[src/reload_timer_pkg.sv]
// Constants shared by the reload timer: register offsets, field positions, reset values and mode codes.
package reload_timer_pkg;

   // Register word offsets on the plain register port.
   localparam logic [1:0] ADDR_CONTROL_STATUS = 2'h0;
   localparam logic [1:0] ADDR_RELOAD_VALUE = 2'h1;
   localparam logic [1:0] ADDR_DOWN_COUNTER = 2'h2;

   // Bit positions inside the control and status word.
   localparam int BIT_SW_TRIGGER = 0;
   localparam int BIT_COUNT_ENABLE = 1;
   localparam int BIT_UNDERFLOW = 2;
   localparam int BIT_IRQ_ENABLE = 3;
   localparam int BIT_RELOAD_SELECT = 4;
   localparam int BIT_OUTPUT_LEVEL = 5;
   localparam int BIT_OUTPUT_ENABLE = 6;
   localparam int POS_MODE_LO = 7;
   localparam int POS_MODE_HI = 9;
   localparam int POS_CLOCK_SEL_LO = 10;
   localparam int POS_CLOCK_SEL_HI = 11;

   // Reset values of the stored fields.
   localparam logic [2:0] RESET_MODE = 3'h0;
   localparam logic [1:0] RESET_CLOCK_SEL = 2'h0;
   localparam logic RESET_BIT = 1'b0;

   // Count clock selection: codes 0 to 2 are internal clocks, 3 is event count.
   localparam logic [1:0] CLOCK_SEL_EVENT = 2'h3;

   // Operation mode codes in internal clock mode.
   localparam logic [2:0] MODE_SOFTWARE = 3'h0;
   localparam logic [1:0] EDGE_RISING = 2'h1;
   localparam logic [1:0] EDGE_FALLING = 2'h2;
   localparam logic [1:0] EDGE_BOTH = 2'h3;

   // Control state of the timer.
   typedef enum logic [1:0] {
      TIMER_STOP,
      TIMER_WAIT,
      TIMER_LOAD,
      TIMER_RUN
   } timer_state_t;

endpackage : reload_timer_pkg

[src/reload_timer.sv]
// Start, count and underflow control of a down-counting reload timer with its register port.
//
// Added by the designer: the register offsets and the strobed register port.
`timescale 1ns/1ns

module reload_timer #(
   parameter int WIDTH = 16
) (
   // Clock and reset.
   input wire logic mclk,
   input wire logic rst,
   // Register port.
   input wire logic [1:0] reg_addr,
   input wire logic [WIDTH-1:0] reg_wdata,
   input wire logic reg_write,
   input wire logic reg_read,
   output logic [WIDTH-1:0] reg_rdata,
   // Internal count clock tick from the prescaler, one cycle per count.
   input wire logic count_clock_tick,
   // Trigger, gate or event pin.
   input wire logic event_trigger_input,
   // Timer output pin and its drive enable.
   output logic timer_output_pin,
   output logic timer_output_enable,
   // Interrupt request and service acknowledge.
   output logic underflow_irq,
   input wire logic service_clear
);

   // The control word needs twelve bits, so narrower counters are refused at elaboration.
   if (WIDTH < 12)
   begin : g_width_check
      $error("reload_timer: WIDTH must be at least 12");
   end

   localparam logic [WIDTH-1:0] ZERO = '0;
   localparam logic [WIDTH-1:0] ALL_ONES = '1;

   // Stored control fields.
   logic count_enable_bit;
   logic underflow_flag;
   logic underflow_irq_enable;
   logic reload_select;
   logic output_level_select;
   logic output_enable_bit;
   logic [2:0] operation_mode_select;
   logic [1:0] count_clock_select;
   logic [WIDTH-1:0] reload_value_register;
   logic [WIDTH-1:0] down_counter;
   logic toggle_level;
   reload_timer_pkg::timer_state_t state;
   logic input_last;
   logic input_prev;

   // Next values.
   logic next_count_enable_bit;
   logic next_underflow_flag;
   logic next_underflow_irq_enable;
   logic next_reload_select;
   logic next_output_level_select;
   logic next_output_enable_bit;
   logic [2:0] next_operation_mode_select;
   logic [1:0] next_count_clock_select;
   logic [WIDTH-1:0] next_reload_value_register;
   logic [WIDTH-1:0] next_down_counter;
   logic next_toggle_level;
   reload_timer_pkg::timer_state_t next_state;
   logic [WIDTH-1:0] next_reg_rdata;

   // Decoded conditions.
   logic write_control;
   logic sw_trigger;
   logic event_mode;
   logic gate_mode;
   logic ext_trigger_mode;
   logic [1:0] edge_select;
   logic rise_seen;
   logic fall_seen;
   logic edge_seen;
   logic ext_trigger;
   logic gate_open;
   logic count_step;
   logic underflow;
   logic control_enable;

   // Two-stage input history; the pin is synchronous, so the first stage is directly usable.
   always_ff @(posedge mclk or posedge rst)
   begin
      if (rst)
      begin
         input_last <= 1'b0;
         input_prev <= 1'b0;
      end
      else
      begin
         input_last <= event_trigger_input;
         input_prev <= input_last;
      end
   end

   // Edge and mode decoding.
   always_comb
   begin
      write_control = reg_write && (reg_addr == reload_timer_pkg::ADDR_CONTROL_STATUS);
      control_enable = write_control ? reg_wdata[reload_timer_pkg::BIT_COUNT_ENABLE] : count_enable_bit;
      sw_trigger = write_control && reg_wdata[reload_timer_pkg::BIT_SW_TRIGGER] && control_enable;
      event_mode = (count_clock_select == reload_timer_pkg::CLOCK_SEL_EVENT);
      gate_mode = !event_mode && operation_mode_select[2];
      ext_trigger_mode = !event_mode && !operation_mode_select[2]
         && (operation_mode_select != reload_timer_pkg::MODE_SOFTWARE);
      edge_select = operation_mode_select[1:0];
      rise_seen = input_last && !input_prev;
      fall_seen = !input_last && input_prev;
      // Edges are taken from registered history, which gives the documented two-cycle trigger latency.
      edge_seen = ((edge_select == reload_timer_pkg::EDGE_RISING) && rise_seen)
         || ((edge_select == reload_timer_pkg::EDGE_FALLING) && fall_seen)
         || ((edge_select == reload_timer_pkg::EDGE_BOTH) && (rise_seen || fall_seen));
      ext_trigger = ext_trigger_mode && count_enable_bit && edge_seen;
      gate_open = (input_last == operation_mode_select[0]);
      if (event_mode)
      begin
         count_step = edge_seen;
      end
      else if (gate_mode)
      begin
         count_step = count_clock_tick && gate_open;
      end
      else
      begin
         count_step = count_clock_tick;
      end
      underflow = (state == reload_timer_pkg::TIMER_RUN) && count_step && (down_counter == ZERO);
   end

   // Next values of the control register, counter and state.
   always_comb
   begin
      next_count_enable_bit = count_enable_bit;
      next_underflow_irq_enable = underflow_irq_enable;
      next_reload_select = reload_select;
      next_output_level_select = output_level_select;
      next_output_enable_bit = output_enable_bit;
      next_operation_mode_select = operation_mode_select;
      next_count_clock_select = count_clock_select;
      next_reload_value_register = reload_value_register;
      next_down_counter = down_counter;
      next_toggle_level = toggle_level;
      next_state = state;
      next_underflow_flag = underflow_flag;

      // Software writes of the stored fields; mode and clock changes rely on software stopping first.
      if (write_control)
      begin
         next_count_enable_bit = reg_wdata[reload_timer_pkg::BIT_COUNT_ENABLE];
         next_underflow_irq_enable = reg_wdata[reload_timer_pkg::BIT_IRQ_ENABLE];
         next_reload_select = reg_wdata[reload_timer_pkg::BIT_RELOAD_SELECT];
         next_output_level_select = reg_wdata[reload_timer_pkg::BIT_OUTPUT_LEVEL];
         next_output_enable_bit = reg_wdata[reload_timer_pkg::BIT_OUTPUT_ENABLE];
         next_operation_mode_select = reg_wdata[reload_timer_pkg::POS_MODE_HI:reload_timer_pkg::POS_MODE_LO];
         next_count_clock_select = reg_wdata[reload_timer_pkg::POS_CLOCK_SEL_HI:reload_timer_pkg::POS_CLOCK_SEL_LO];
         // Writing zero clears the flag, writing one leaves it.
         if (!reg_wdata[reload_timer_pkg::BIT_UNDERFLOW])
         begin
            next_underflow_flag = 1'b0;
         end
      end
      if (service_clear)
      begin
         next_underflow_flag = 1'b0;
      end
      if (reg_write && (reg_addr == reload_timer_pkg::ADDR_RELOAD_VALUE))
      begin
         next_reload_value_register = reg_wdata;
      end

      case (state)
         reload_timer_pkg::TIMER_STOP:
         begin
            if (sw_trigger)
            begin
               next_state = reload_timer_pkg::TIMER_LOAD;
            end
            else if (control_enable)
            begin
               next_state = reload_timer_pkg::TIMER_WAIT;
            end
         end
         reload_timer_pkg::TIMER_WAIT, reload_timer_pkg::TIMER_RUN:
         begin
            if (state == reload_timer_pkg::TIMER_RUN && count_step)
            begin
               if (underflow && reload_select)
               begin
                  next_down_counter = reload_value_register;
                  next_toggle_level = !toggle_level;
               end
               else if (underflow)
               begin
                  next_down_counter = ALL_ONES;
                  next_state = reload_timer_pkg::TIMER_WAIT;
               end
               else
               begin
                  next_down_counter = down_counter - 1'b1;
               end
            end
            if (ext_trigger)
            begin
               // The edge is already one cycle old in the registered history, so the load lands in this cycle.
               next_down_counter = reload_value_register;
               next_toggle_level = output_level_select;
               next_state = reload_timer_pkg::TIMER_RUN;
            end
            else if (sw_trigger)
            begin
               next_state = reload_timer_pkg::TIMER_LOAD;
            end
         end
         reload_timer_pkg::TIMER_LOAD:
         begin
            // One machine cycle after the trigger write the reload value enters the counter.
            next_down_counter = reload_value_register;
            next_toggle_level = output_level_select;
            next_state = reload_timer_pkg::TIMER_RUN;
         end
         default:
         begin
            next_state = reload_timer_pkg::TIMER_STOP;
         end
      endcase

      // Clearing the enable forces the stop state, whatever else the state logic chose in this cycle.
      if (write_control && !reg_wdata[reload_timer_pkg::BIT_COUNT_ENABLE])
      begin
         next_state = reload_timer_pkg::TIMER_STOP;
      end

      // A new underflow wins over any clear in the same cycle.
      if (underflow)
      begin
         next_underflow_flag = 1'b1;
      end
   end

   // Read data for the cycle after a read strobe; the counter is returned as one word.
   always_comb
   begin
      next_reg_rdata = ZERO;
      if (reg_read)
      begin
         case (reg_addr)
            reload_timer_pkg::ADDR_CONTROL_STATUS:
            begin
               next_reg_rdata[reload_timer_pkg::BIT_COUNT_ENABLE] = count_enable_bit;
               next_reg_rdata[reload_timer_pkg::BIT_UNDERFLOW] = underflow_flag;
               next_reg_rdata[reload_timer_pkg::BIT_IRQ_ENABLE] = underflow_irq_enable;
               next_reg_rdata[reload_timer_pkg::BIT_RELOAD_SELECT] = reload_select;
               next_reg_rdata[reload_timer_pkg::BIT_OUTPUT_LEVEL] = output_level_select;
               next_reg_rdata[reload_timer_pkg::BIT_OUTPUT_ENABLE] = output_enable_bit;
               next_reg_rdata[reload_timer_pkg::POS_MODE_HI:reload_timer_pkg::POS_MODE_LO] = operation_mode_select;
               next_reg_rdata[reload_timer_pkg::POS_CLOCK_SEL_HI:reload_timer_pkg::POS_CLOCK_SEL_LO] =
                  count_clock_select;
            end
            reload_timer_pkg::ADDR_RELOAD_VALUE:
            begin
               next_reg_rdata = reload_value_register;
            end
            reload_timer_pkg::ADDR_DOWN_COUNTER:
            begin
               next_reg_rdata = down_counter;
            end
            default:
            begin
               next_reg_rdata = ZERO;
            end
         endcase
      end
   end

   // State registers.
   always_ff @(posedge mclk or posedge rst)
   begin
      if (rst)
      begin
         count_enable_bit <= reload_timer_pkg::RESET_BIT;
         underflow_flag <= reload_timer_pkg::RESET_BIT;
         underflow_irq_enable <= reload_timer_pkg::RESET_BIT;
         reload_select <= reload_timer_pkg::RESET_BIT;
         output_level_select <= reload_timer_pkg::RESET_BIT;
         output_enable_bit <= reload_timer_pkg::RESET_BIT;
         operation_mode_select <= reload_timer_pkg::RESET_MODE;
         count_clock_select <= reload_timer_pkg::RESET_CLOCK_SEL;
         reload_value_register <= '0;
         down_counter <= '0;
         toggle_level <= reload_timer_pkg::RESET_BIT;
         state <= reload_timer_pkg::TIMER_STOP;
         reg_rdata <= '0;
         timer_output_pin <= 1'b0;
         timer_output_enable <= 1'b0;
         underflow_irq <= 1'b0;
      end
      else
      begin
         count_enable_bit <= next_count_enable_bit;
         underflow_flag <= next_underflow_flag;
         underflow_irq_enable <= next_underflow_irq_enable;
         reload_select <= next_reload_select;
         output_level_select <= next_output_level_select;
         output_enable_bit <= next_output_enable_bit;
         operation_mode_select <= next_operation_mode_select;
         count_clock_select <= next_count_clock_select;
         reload_value_register <= next_reload_value_register;
         down_counter <= next_down_counter;
         toggle_level <= next_toggle_level;
         state <= next_state;
         reg_rdata <= next_reg_rdata;
         // One-shot shows the selected level only while running; reload shows the toggle.
         if (next_reload_select)
         begin
            timer_output_pin <= next_toggle_level;
         end
         else
         begin
            timer_output_pin <= (next_state == reload_timer_pkg::TIMER_RUN) ?
               next_output_level_select : !next_output_level_select;
         end
         timer_output_enable <= next_output_enable_bit && next_count_enable_bit;
         underflow_irq <= next_underflow_flag && next_underflow_irq_enable;
      end
   end

endmodule : reload_timer

[config.mk]
export PLATFORM = sky130hd
export DESIGN_NAME = reload_timer
export DESIGN_NICKNAME = d
export VERILOG_FILES = /design/src/reload_timer_pkg.sv /design/src/reload_timer.sv
export SDC_FILE = /design/constraint.sdc
export NUM_CORES = 1
export LEC_CHECK = 0
export ABC_AREA = 0
export BUFFER_PORTS_ARGS = -buffer_cell sky130_fd_sc_hd__buf_4
export CAP_MARGIN = 15
export CORE_MARGIN = 4
export CORE_UTILIZATION = 50
export DETAILED_ROUTE_END_ITERATION = 6
export PLACE_DENSITY = 0.7
export SYNTH_ARGS = -nofsm -noshare
export SYNTH_HDL_FRONTEND = slang
export SYNTH_SLANG_ARGS = --single-unit
[constraint.sdc]
create_clock -name mclk -period 3.5 [get_ports mclk]
set_clock_uncertainty 0.2 [all_clocks]
set_input_delay 0.35 -clock mclk [delete_from_list [all_inputs] [get_ports mclk]]
set_output_delay 0.35 -clock mclk [all_outputs]
set_load 0.02 [all_outputs]
Yosys cells after proc, flatten, opt, wreduce, memory -nomap -nowiden
Index checks and enable logic that the tools add are counted.
{"block": "word_totals", "ff_bits": 67, "latch_bits": 0, "ram_bits": 0, "rom_bits": 0, "inputBits": 25, "output_inout_bits": 19, "word_cells": 104, "memories": 0}
{"block": "classes", "n_addsub": 1, "mul": 0, "n_div": 0, "magnitude_cmp": 0, "eq_ne": 12, "shift": 0, "muxes": 35, "bitwise_logic": 0, "reduce_logical": 38}
{"operator": "two-way mux 16 bit", "n": 5}
{"operator": "one-hot mux 11 bit (3 select lines)", "n": 1}
{"operator": "one-hot mux 16 bit (2 select lines)", "n": 1}
{"operator": "logical AND 1 bit", "n": 21}
{"operator": "logical NOT 16 bit", "n": 1}
{"operator": "two-way mux 1 bit", "n": 16}
{"operator": "two-way mux 2 bit", "n": 8}
{"operator": "subtractor 16 x 1 -> 16 bit (second input constant)", "n": 1}
{"operator": "== test 2 bit (second input constant)", "n": 7}
{"operator": "one-hot mux 4 bit (2 select lines)", "n": 1}
{"operator": "logical NOT 1 bit", "n": 7}
{"operator": "== test 2 x 1 -> 1 bit (second input constant)", "n": 3}
{"operator": "one-hot mux 2 bit (3 select lines)", "n": 1}
{"operator": "logical NOT 2 bit", "n": 2}
{"operator": "one-hot mux 1 bit (2 select lines)", "n": 2}
{"operator": "logical OR 1 bit", "n": 3}
{"operator": "!= test 3 bit (second input constant)", "n": 1}
{"operator": "nonzero test 3 bit", "n": 1}
{"operator": "AND reduction 2 bit", "n": 1}
{"operator": "nonzero test 2 bit", "n": 1}
{"operator": "OR reduction 2 bit", "n": 1}
{"operator": "== test 1 bit", "n": 1}

Depth between registers and ports, before layout
Gate-level depths: netlist of the first run.
{"block": "logic_depth", "ltp_word": 18, "mapped_depth": 10}

Worst setup path before layout of the first run
OpenSTA, ideal clock, no wires.
{"block": "synth_timing", "path_type": "register to register", "from": "register input_last", "to": "register timer_output_pin", "arrival_time_ns": 2.141, "t_required_ns": 3.218, "slack_ns": 1.077, "stages_incl_launch_ff": 9, "path_buffers": 0, "synth_period_minus_slack_ns": 2.423, "cell_sequence": "dfrtp_1 inv_1 ha_1 nand2_1 nand4_1 a311oi_1 mux2_2 o31a_1 a31oi_1"}
{"block": "synth_between", "elab_chain_len": 18}
{"element": "from (decl)", "line_no": "reload_timer.sv:52", "source": "logic input_last;"}
{"element": "from (signal assigned)", "line_no": "reload_timer.sv:96", "source": "input_last <= event_trigger_input;"}
{"element": "logical NOT 1 bit", "line_no": "reload_timer.sv:113", "source": "fall_seen = !input_last && input_prev;"}
{"element": "logical AND 1 bit", "line_no": "reload_timer.sv:113"}
{"element": "logical AND 1 bit / logical OR 1 bit (equally long branches)", "line_no": "reload_timer.sv:116, reload_timer.sv:117"}
{"element": "logical OR 1 bit / logical AND 1 bit (equally long branches)", "line_no": "reload_timer.sv:116, reload_timer.sv:117"}
{"element": "logical OR 1 bit", "line_no": "reload_timer.sv:117", "source": "|| ((edge_select == reload_timer_pkg::EDGE_BOTH) && (rise_seen || fall_seen));"}
{"element": "two-way mux 1 bit", "line_no": "reload_timer.sv:120", "source": "if (event_mode)"}
{"element": "logical AND 1 bit", "line_no": "reload_timer.sv:132, reload_timer.sv:190"}
{"element": "logical AND 1 bit", "line_no": "reload_timer.sv:132", "source": "underflow = (state == reload_timer_pkg::TIMER_RUN) && count_step && (down_counter == ZERO);"}
{"element": "(+2 left out)"}
{"element": "two-way mux 2 bit", "line_no": "reload_timer.sv:190", "source": "if (state == reload_timer_pkg::TIMER_RUN && count_step)"}
{"element": "two-way mux 2 bit", "line_no": "reload_timer.sv:214", "source": "else if (sw_trigger)"}
{"element": "two-way mux 2 bit", "line_no": "reload_timer.sv:207", "source": "if (ext_trigger)"}
{"element": "one-hot mux 2 bit (3 select lines)", "line_no": "reload_timer.sv:176", "source": "case (state)"}
{"element": "two-way mux 2 bit", "line_no": "reload_timer.sv:233", "source": "if (write_control && !reg_wdata[reload_timer_pkg::BIT_COUNT_ENABLE])"}
{"element": "== test 2 bit", "line_no": "reload_timer.sv:324", "source": "timer_output_pin <= (next_state == reload_timer_pkg::TIMER_RUN) ?"}
{"element": "two-way mux 1 bit", "line_no": "reload_timer.sv:324"}
{"element": "two-way mux 1 bit (*)", "line_no": "reload_timer.sv:318", "source": "if (next_reload_select)"}
{"element": "to (signal assigned)", "line_no": "reload_timer.sv:320", "source": "timer_output_pin <= next_toggle_level;"}
{"element": "to (signal assigned)", "line_no": "reload_timer.sv:324"}
{"element": "to (decl)", "line_no": "reload_timer.sv:23", "source": "output logic timer_output_pin,"}
Mark *: on every way between the ends. The rest lies on a longest branch, timed or not.
A chain may end at the register's enable or synchronous reset.

Final worst setup path of the first run
{"block": "layout_timing", "from": "register input_last", "to": "register down_counter[2]"}
{"block": "layout_between", "elab_chain_len": 13}
{"element": "logical NOT 1 bit", "line_no": "reload_timer.sv:113"}
{"element": "logical AND 1 bit", "line_no": "reload_timer.sv:113"}
{"element": "logical AND 1 bit / logical OR 1 bit (equally long branches)", "line_no": "reload_timer.sv:116, reload_timer.sv:117"}
{"element": "logical OR 1 bit / logical AND 1 bit (equally long branches)", "line_no": "reload_timer.sv:116, reload_timer.sv:117"}
{"element": "logical OR 1 bit", "line_no": "reload_timer.sv:117"}
{"element": "two-way mux 1 bit", "line_no": "reload_timer.sv:120"}
{"element": "logical AND 1 bit", "line_no": "reload_timer.sv:132, reload_timer.sv:190"}
{"element": "logical AND 1 bit", "line_no": "reload_timer.sv:132"}
{"element": "two-way mux 16 bit / logical AND 1 bit (equally long branches)", "line_no": "reload_timer.sv:197, reload_timer.sv:192"}
{"element": "two-way mux 16 bit", "line_no": "reload_timer.sv:192", "source": "if (underflow && reload_select)"}
{"element": "two-way mux 16 bit", "line_no": "reload_timer.sv:190"}
{"element": "two-way mux 16 bit", "line_no": "reload_timer.sv:207"}
{"element": "one-hot mux 16 bit (2 select lines)", "line_no": "reload_timer.sv:176"}
{"element": "to (signal assigned)", "line_no": "reload_timer.sv:313", "source": "down_counter <= next_down_counter;"}
{"element": "to (decl)", "line_no": "reload_timer.sv:49", "source": "logic [WIDTH-1:0] down_counter;"}
Several ways; a longest one is shown, not always the timed one. The select of a mux whose other input is x is not followed.

==> metrics.yaml, run 1 <==
peakVddDrop_v: 0.000354
syn_inst: 315
grt_pass1_wl_um: 14200
synth_top_cell_area_share_pct: 48.6
routed_wl_um: 8420
ff_latch_area_um2: 1680
clock_path_buffers: 2
yosysSeqAreaShare_pct: 48.6
clk_latency_ns: 0.35
grt_max_degree: 34
p_int_mw: 1.72
dr.pass1.iters: 7
synth_enable_flop_cells: 0
die_w_um: 91.0
leakage_nw: 1.86
slew_headroom_pct: 44.0
boundaryPins: 44
start_util_pct: 52.8
period_minus_slack_ns: 2.81
synthDistinctLibCells: 67
powerDensity_nw_per_um2: 636
ys_ff_latch: 67
dp_hpwl_um: 6090
gp_congestion: 0.887
antennaDiodeCount: 0
netlist_area_um2: 3450
areaGrowthSynthToFinish_pct: 18.6
worst_pin_slew_ns: 0.840
final_nets: 396
timing_hold_violations_final: 0
antenna_found_initial: 0
switching_share_pct: 33.9
cap_violations: 0
cts_max_level: 3
die_area_um2: 8290
period_share_pct: 80.3
stdcell_area_um2: 4090
final.setup.tns_ns: 0
cts-root-buf: "clkbuf_8"
worstSetupPathType: "reg -> reg"
end_kind: "register"
yosysWarnings: 0
via_per_inst: 6.20
synthTopCellsByArea: "dfrtp_1, mux2_2, nor2_1"
track_usage_pct: 21.9
hp-class: "in -> reg"
seqPwrFrac_pct: 44.4
required_ns: 3.53
slew_violations: 0
drtIter0Drc: 207
fillCellCount: 541
synth_top_cell_by_area: "dfrtp_1"
cts_tree: "yes"
grt-ovfl-total: 0
cts_made_buffers: 9
setup_viol: 0
rsz0062_at_grt: "false"
async_reset_ff_share_pct: 100
drive_above_1_share_pct: 29.9
outcome: "finished clean"
synth_nets: 348
wl_per_cell_um: 18.9
start_kind: "register"
grt_pass1_vias: 2672
numPortBuffers: 43
final_antenna_net_count: 0
crit_arrival_ns: 2.84
multiInputGateArea_um2: 1640
drc: 0
synthFlopType: "dfrtp_1"
cts.sinks: 67
comb_power_share_pct: 27.3
core_um2: 6530
placed_area_um2: 3840
p_sw_mw: 0.880
cts_resized: 0
cp_max_fo: 11
clock_power_share_pct: 28.2
die_h_um: 91.0
vias: 2758
timing.fmax_mhz: 356
syn_avg_cell_area_um2: 10.9
clk_pin_slew_ns: 0.07
fp-row-count: 29
logic make-up (layout without fill, tap and decap cells):
| logic type | count (synthesis) | count (layout) | synth area share [%] |
|---|---|---|---|
| muxes | 27 | 27 | 8.78 |
| buffers and inverters | 28 | 81 | 3.92 |
| and+or+nand+nor | 112 | 112 | 17.6 |
| DFF | 67 | 67 | 48.6 |
| adders and majority gates | 8 | 8 | 2.90 |
| AOI/OAI and AO/OA | 72 | 72 | 17.9 |
| xor gates and xnor gates | 1 | 1 | 0.254 |
layer usage:
layer | vias to the layer above | track usage (%) | wire [um]
met2 | 92 | 34.0 | 3960
met5 | - | 0 | 0
li1 | 1290 | - | -
met1 | 1365 | 29.7 | 3740
met4 | 0 | 7.54 | 148
met3 | 11 | 5.79 | 582
final cells by class:
type / instances / share of cell area [%]
Inverter: 11 / 1.01
Multi-Input combinational cell: 220 / 40.0
Sequential cell: 67 / 41.0
Clock buffer: 12 / 3.80
Clock inverter: 4 / 1.78
Tap cell: 77 / 2.36
Timing Repair Buffer: 54 / 10.0
what timing repair did:
action | CTS | global route
hold endpoints to repair | 68 | 0
hold buffers | 2 | 0
buffers inserted | 0 | 0
Yosys cell counts (6+ instances only):
cell type,number
nor2_1,40
inv_1,11
nand4_1,8
a311oi_1,8
clkbuf_1,9
a21oi_1,8
mux2_2,26
a222oi_1,11
or3_1,6
ha_1,8
nor3_1,6
nand2_1,15
dfrtp_1,67
o22ai_1,6
power by group through the flow:
stage          logic, mW  registers [mW]  clock network (mW)
4_1_cts            0.712            1.15               0.741
5_1_grt            0.788            1.19               0.786
2_1_floorplan      0.535            1.11                   0
6_report           0.710            1.15               0.734
3_5_place_dp       0.707            1.16                   0
3_3_place_gp       0.690            1.16                   0
layout by cell type (no fill, tap or decap), types with 3 or more instances in the layout:
cell type / instances
nand2_1: 15
nor2_1: 40
o21ai_0: 3
clkbuf_8: 11
o22ai_1: 6
nand2b_1: 5
a22oi_1: 5
o221a_1: 5
dfrtp_1: 67
a311oi_1: 8
buf_4: 52
inv_1: 10
or3_1: 6
a222oi_1: 11
nor3_1: 6
nor4_1: 3
a21oi_1: 8
ha_1: 8
mux2_2: 26
nand4_1: 8
and2_1: 5
worst max-delay path, cell delays in order (launching register included):
cell	delay (ns)
dfrtp_1	0.42
ha_1	0.21
or2_2	0.33
a31oi_4	0.21
o21ai_1	0.21
a21oi_1	0.70
a21oi_1	0.16
o221a_1	0.25
state kept, by name, indices dropped and copies added, names as in the netlist, 2 cells and up:
register	cells
count_clock_select	2
down_counter	16
operation_mode_select	3
reg_rdata	16
reload_value_register	16
state	2
stage by stage:
step | worst slack, ns | power [mW] | cells | utilization, % | hold WS, ns
global route | 0.490 | 2.76 | 445 | 62.6 | 0.0233
CTS | 0.699 | 2.60 | 445 | 62.6 | 0.0244
detailed placement | 0.708 | 1.87 | 427 | 58.8 | 0.0109
global placement | 0.815 | 1.85 | 427 | 58.8 | 0.0106
floorplan | 1.08 | 1.64 | 315 | - | 0.181
finish | 0.691 | 2.60 | 445 | 62.6 | 0.0248
worst paths after layout:
check                               from                        end  slack (ns)  cells after the start
max                           input_last            down_counter[2]        0.69                      7
min in group asynchronous            rst               reg_rdata[1]        0.20                      3
min                        reg_wdata[12]  reload_value_register[12]        0.02                      2
max in group asynchronous            rst            down_counter[6]        2.31                      4
max reg2reg                   input_last            down_counter[2]        0.69                      7
min reg2reg                   input_last                 input_prev        0.26                      0
No activity file was read; power rests on OpenSTA's default activity.
==> run 2, diff against run 1 <==
--- a/config.mk
+++ b/config.mk
@@ -11,7 +11,7 @@
 export CORE_MARGIN = 4
 export CORE_UTILIZATION = 50
 export DETAILED_ROUTE_END_ITERATION = 6
-export PLACE_DENSITY = 0.7
+export PLACE_DENSITY = 0.73
 export SYNTH_ARGS = -nofsm -noshare
 export SYNTH_HDL_FRONTEND = slang
 export SYNTH_SLANG_ARGS = --single-unit
==> constraint.sdc (replaced) <==
create_clock -name mclk -period 2.31 [get_ports mclk]
set_clock_uncertainty 0.2 [all_clocks]
set_input_delay 0.231 -clock mclk [delete_from_list [all_inputs] [get_ports mclk]]
set_output_delay 0.231 -clock mclk [all_outputs]
set_load 0.02 [all_outputs]
==> run 2 against run 1 <==
The flow now finishes with violations (negative setup slack). Cell count up 13%. Routed wire length increased by 15%. Via count rose by 14%. Sequential cell count unchanged. Combinational power grew 150%. Count of clock-buffer cells in the layout fell by 2. Worst setup slack lost 0.82 ns. Maximum frequency up 15%. Final area up 19%. Hold slack better by 0.030 ns. Core utilization rose by 12 points. Critical path type unchanged. Largest cell class is now multi-input combinational cells. Highest routed layer unchanged.
==> metrics.yaml, run 2 (same netlist as run 1, synthesis figures left out) <==
largestRegisters: "down_counter: 16 flops, reg_rdata: 16 flops, reload_value_register: 16 flops"
grt_max_degree: 68  # +100%
whs_path_depth: 3  # +1
areaGrowthSynthToFinish_pct: 40.5
slew_violations: 0  # unchanged
drc: 0  # unchanged
boundaryPins: 44  # unchanged
violations: "negative setup slack"
dr.pass1.iters: 6  # -1
die_h_um: 91.0  # unchanged
p_int_mw: 2.92  # +70%
outcome: "finished, violations left"
clk_latency_ns: 0.34  # about the same
cap_violations: 0  # unchanged
cts-root-buf: "clkbuf_8"
utilization_pct: 74.2  # +12 points
clock_power_share_pct: 23.9  # -4.3 points
leakage_nw: 2.22  # +19%
seqPwrFrac_pct: 36.4  # -8.0 points
via_per_inst: 6.22  # +0.43%
numPortBuffers: 43  # unchanged
worst_slack_ns: -0.131  # -0.821 ns
slew_headroom_pct: 50.0  # +6.0 points
worst_pin_slew_ns: 0.751  # -0.0894 ns
min_from: "reg_read"
grt-ovfl-total: 0  # unchanged
dp_hpwl_um: 6660  # +9.4%
switching_share_pct: 34.5  # +0.67 points
start_util_pct: 52.8  # unchanged
drive_above_1_share_pct: 42.9  # +13 points
cts_tree: "yes"
wl_per_cell_um: 19.3  # +2.0%
peakVddDrop_v: 0.000529  # +49%
cts.sinks: 67  # unchanged
required_ns: 2.37  # -1.16 ns
comb_power_share_pct: 39.7  # +12 points
die_w_um: 91.0  # unchanged
drtIter0Drc: 459  # +120%
pre_cts_ws_ns: -0.0672  # -0.775 ns
whs_endpoint: "reg_rdata[14]"
layout_common_cells: "buf_4, dfrtp_1, nor2_1"
fillCellCount: 453  # -16%
antennaDiodeCount: 0  # unchanged
end_kind: "register"
worstSetupPathType: "reg -> reg"
crit_arrival_ns: 2.50  # -0.34 ns
r2r-start: "down_counter[15]"
p_sw_mw: 1.54  # +75%
timing_hold_violations_final: 0  # unchanged
core_um2: 6530  # unchanged
final_nets: 456  # +15%
antenna_found_initial: 0  # unchanged
gp_congestion: 0.889  # +0.16%
vias: 3137  # +14%
period_minus_slack_ns: 2.44  # -0.369 ns
r2r-end: "timer_output_pin"
routed_wl_um: 9730  # +15%
powerDensity_nw_per_um2: 922  # +45%
cp_max_fo: 2  # -9
cts_made_buffers: 9  # unchanged
clock_path_buffers: 2  # unchanged
setup_viol: 13  # +13
clk_pin_slew_ns: 0.07  # about the same
grt_pass1_vias: 3168  # +19%
cts_max_level: 3  # unchanged
grt_pass1_wl_um: 15500  # +9.0%
r2r_slack_ns: -0.13  # -0.82 ns
final_antenna_net_count: 0  # unchanged
timing.fmax_mhz: 410  # +15%
track_usage_pct: 23.4  # +1.5 points
rr_worst_depth: 7  # unchanged
rsz0062_at_grt: "true"
layout_commonest_cell: "buf_4"
start_kind: "register"
die_area_um2: 8290  # unchanged
hp-class: "in -> reg"
fp-row-count: 29  # unchanged
period_share_pct: 106  # +25 points
## run 2: cell count changes in the layout (fill, tap and decap cells not counted), sizes merged
| cell | change |
|---|---|
| clkbuf | -2 |
| dlygate4sd3 | +16 |
| clkinv | +1 |
| buf | +44 |
## run 2: how the worst max path moves through the flow
stage	startpoint	to	slack (ns)	cells past startpoint
after floorplan	input_last	timer_output_pin	0.007	8
after global placement	input_last	down_counter[3]	-0.01	8
after detailed placement	input_last	down_counter[3]	-0.07	8
after CTS	input_last	timer_output_pin	-0.06	9
after global routing	input_prev	timer_output_pin	-0.20	9
final	down_counter[15]	timer_output_pin	-0.13	7
## run 2: critical path, stage by stage (launching register included)
cell	delay (ns)
dfrtp_1	0.40
nor4_2	0.31
nand4_1	0.15
buf_4	0.18
a311oi_4	0.33
mux2_4	0.34
o31a_1	0.30
a31oi_1	0.14
## run 2: layout make-up
cell class | instances | area [um^2] | share of cell area [%]
multi-input cells | 220 | 1840 | 37.9
flip-flops and latches | 67 | 1680 | 34.6
repair buffers | 114 | 978 | 20.2
clock buffers | 10 | 138 | 2.84
well taps | 77 | 96.3 | 1.99
clock inverters | 5 | 77.6 | 1.60
inverters | 11 | 41.3 | 0.852
## run 2: layer usage
metal | routed length (um) | up-vias | share of wire, % | track usage, %
met5 | 0 | - | 0 | 0
met4 | 192 | 0 | 2.0 | 9.80
met3 | 712 | 22 | 7.3 | 4.96
met2 | 4900 | 141 | 50 | 38.6
met1 | 3930 | 1556 | 40 | 30.1
li1 | - | 1418 | - | -
## run 2: power groups by stage
stage | clock [mW] | combinational [mW] | sequential (mW)
global placement | 0 | 1.48 | 1.62
detailed placement | 0 | 1.53 | 1.63
finish | 1.07 | 1.77 | 1.63
floorplan | 0 | 0.817 | 1.68
CTS | 1.08 | 1.58 | 1.62
global route | 1.14 | 1.90 | 1.65
## run 2: per-stage QoR
stage	hold WS [ns]	instance area, um^2	std cells	setup TNS [ns]	power [mW]
3_5_place_dp	0.142	4210	466	-0.379	3.16
4_1_cts	0.0281	4650	501	-0.459	4.28
5_1_grt	0.0562	4840	504	-2.69	4.69
6_report	0.0545	4840	504	-0.730	4.47
3_3_place_gp	0.137	4210	466	-0.0232	3.10
2_1_floorplan	0.0624	3460	315	0	2.49
## run 2: what timing repair did
| action | 4_1_cts | 5_1_grt |
|---|---|---|
| hold buffers | 18 | 0 |
| gates resized for setup | 6 | 34 |
| pin swaps | 7 | 24 |
| buffers inserted | 2 | 3 |
| hold endpoints to repair | 94 | 0 |
| endpoints found under the setup margin | 13 | 19 |
==> run 3, diff against run 2 <==
--- a/config.mk
+++ b/config.mk
@@ -6,12 +6,12 @@
 export NUM_CORES = 1
 export LEC_CHECK = 0
 export ABC_AREA = 0
-export BUFFER_PORTS_ARGS = -buffer_cell sky130_fd_sc_hd__buf_4
 export CAP_MARGIN = 15
 export CORE_MARGIN = 4
 export CORE_UTILIZATION = 50
 export DETAILED_ROUTE_END_ITERATION = 6
-export PLACE_DENSITY = 0.73
+export DONT_BUFFER_PORTS = 1
+export PLACE_DENSITY = 0.68
 export SYNTH_ARGS = -nofsm -noshare
 export SYNTH_HDL_FRONTEND = slang
 export SYNTH_SLANG_ARGS = --single-unit
==> run 3 against run 2 <==
The run still ends with negative setup slack left. Register-to-register slack improved by 0.07 ns. Sequential share of layout area increased by 2.6 points. Maximum frequency increased by 3.1%. Sequential power increased by 2%. Non-clock buffer count decreased by 43. Die area unchanged. Core utilization decreased by 5.2 points. Routed wire length decreased by 8.5%. Final area decreased by 7.0%. Count of clock-buffer cells in the layout increased by 5. First-iteration DRC count decreased by 41%. Largest cell class unchanged.
==> metrics.yaml, run 3 (same netlist as run 1, synthesis figures left out) <==
dp_hpwl_um: 6220  # -6.6%
die_w_um: 91.0  # unchanged
seqPwrFrac_pct: 39.0  # +2.6 points
layout_commonest_cell: "dfrtp_1"
start_util_pct: 52.8  # unchanged
layout_common_cells: "dfrtp_1, buf_4, nor2_1"
numPortBuffers: 0  # -100%
peakVddDrop_v: 0.000658  # +24%
areaGrowthSynthToFinish_pct: 30.7
final.setup.tns_ns: -0.222  # +0.508 ns
vias: 2867  # -8.6%
stdcell_area_um2: 4510  # -7.0%
comb_power_share_pct: 37.6  # -2.1 points
cts_max_level: 3  # unchanged
grt_max_degree: 31  # -54%
via_per_inst: 6.21  # -0.30%
final_antenna_net_count: 0  # unchanged
clk_latency_ns: 0.34  # about the same
dr.pass1.iters: 7  # +1
worst_slack_ns: -0.0571  # +0.0737 ns
drive_above_1_share_pct: 35.3  # -7.5 points
rsz0062_at_grt: "true"
outcome: "finished, violations left"
crit_arrival_ns: 2.38  # -0.12 ns
violations: "negative setup slack"
routed_wl_um: 8900  # -8.5%
leakage_nw: 2.00  # -9.6%
p_sw_mw: 1.44  # -6.5%
p_int_mw: 2.83  # -3.3%
worstSetupPathType: "reg -> reg"
end_kind: "register"
clock_power_share_pct: 23.3  # -0.6 points
r2r_slack_ns: -0.06  # +0.07 ns
final_nets: 413  # -9.4%
setup_viol: 9  # -4
grt_pass1_wl_um: 14500  # -6.1%
start_kind: "register"
switching_share_pct: 33.8  # -0.77 points
slew_violations: 0  # unchanged
fp-row-count: 29  # unchanged
track_usage_pct: 22.3  # -1.1 points
grt-ovfl-total: 0  # unchanged
wl_per_cell_um: 19.3  # -0.21%
largestRegisters: "down_counter: 16 flops, reg_rdata: 16 flops, reload_value_register: 16 flops"
boundaryPins: 44  # unchanged
powerDensity_nw_per_um2: 947  # +2.8%
cap_violations: 0  # unchanged
placed_area_um2: 3860  # -8.2%
cp_max_fo: 13  # +11
period_minus_slack_ns: 2.37  # -0.0737 ns
timing.fmax_mhz: 422  # +3.1%
die_area_um2: 8290  # unchanged
period_share_pct: 102  # -3.2 points
drc: 0  # unchanged
slew_headroom_pct: 52.8  # +2.8 points
required_ns: 2.32  # -0.05 ns
die_h_um: 91.0  # unchanged
grt_pass1_vias: 2842  # -10%
timing_hold_violations_final: 0  # unchanged
cts_made_buffers: 9  # unchanged
cts_tree: "yes"
cts-root-buf: "clkbuf_8"
core_um2: 6530  # unchanged
antenna_found_initial: 0  # unchanged
cts.sinks: 67  # unchanged
drtIter0Drc: 273  # -41%
clock_path_buffers: 2  # unchanged
worst_pin_slew_ns: 0.708  # -0.0426 ns
antennaDiodeCount: 0  # unchanged
gp_congestion: 0.924  # +3.9%
clk_pin_slew_ns: 0.07  # about the same
hp-class: "in -> reg"
## run 3: timing repair
action,CTS,global route
endpoints found under the setup margin,14,17
resized for setup,11,25
endpoints found under the hold margin,65,0
hold buffers,20,0
pin swaps,7,12
setup buffers,0,6
## run 3: worst paths after layout
path	start	end	cells after the start
worst max-delay path	input_prev	down_counter[9]	10
worst min-delay path	reg_write	state[0]	2
worst max register to register	input_prev	down_counter[9]	10
worst min register to register	input_last	input_prev	0
max in group asynchronous	rst	down_counter[6]	3
min in group asynchronous	rst	reload_value_register[3]	2
## run 3: per-layer routing
| metal | track usage (%) | wire length, um | vias to the layer above |
|---|---|---|---|
| met4 | 6.66 | 182 | 0 |
| met3 | 5.21 | 657 | 17 |
| met5 | 0 | 0 | - |
| met1 | 30.0 | 3840 | 1419 |
| li1 | - | - | 1318 |
| met2 | 35.9 | 4210 | 113 |
## run 3: worst max-delay path, cell delays in order, from the launching register on
cell and delay, ns:
dfrtp_1 0.41, inv_1 0.06, ha_2 0.17, or2_4 0.23, buf_4 0.14, a31oi_4 0.21
o21ai_4 0.09, buf_12 0.16, or3_4 0.38, o22ai_4 0.13, a311oi_2 0.06
## run 3: power groups by stage
stage | Clock (mW) | Combinational [mW] | Sequential (mW)
after floorplan | 0 | 0.817 | 1.68
after global placement | 0 | 1.34 | 1.67
after detailed placement | 0 | 1.36 | 1.67
after CTS | 1.02 | 1.44 | 1.66
after global routing | 1.08 | 1.74 | 1.69
final | 0.997 | 1.61 | 1.67
## run 3: layout make-up
cell class	count	area, um^2
Clock buffer	15	176
Clock inverter	1	30.0
Fill cell	489	2020
Inverter	11	41.3
Multi-Input combinational cell	220	1830
Sequential cell	67	1680
Tap cell	77	96.3
Timing Repair Buffer	71	653
## run 3: per-stage QoR
stage	hold slack [ns]	cells	total power, mW	setup WS (ns)	util (%)
after global routing	0.0598	462	4.52	-0.157	69.0
after detailed placement	0.0114	420	3.04	-0.0936	59.1
after floorplan	0.0624	315	2.49	0.00723	-
final	0.0353	462	4.27	-0.0571	69.0
after global placement	0.00953	420	3.01	-0.0414	59.1
after CTS	0.0208	456	4.11	-0.0139	66.1
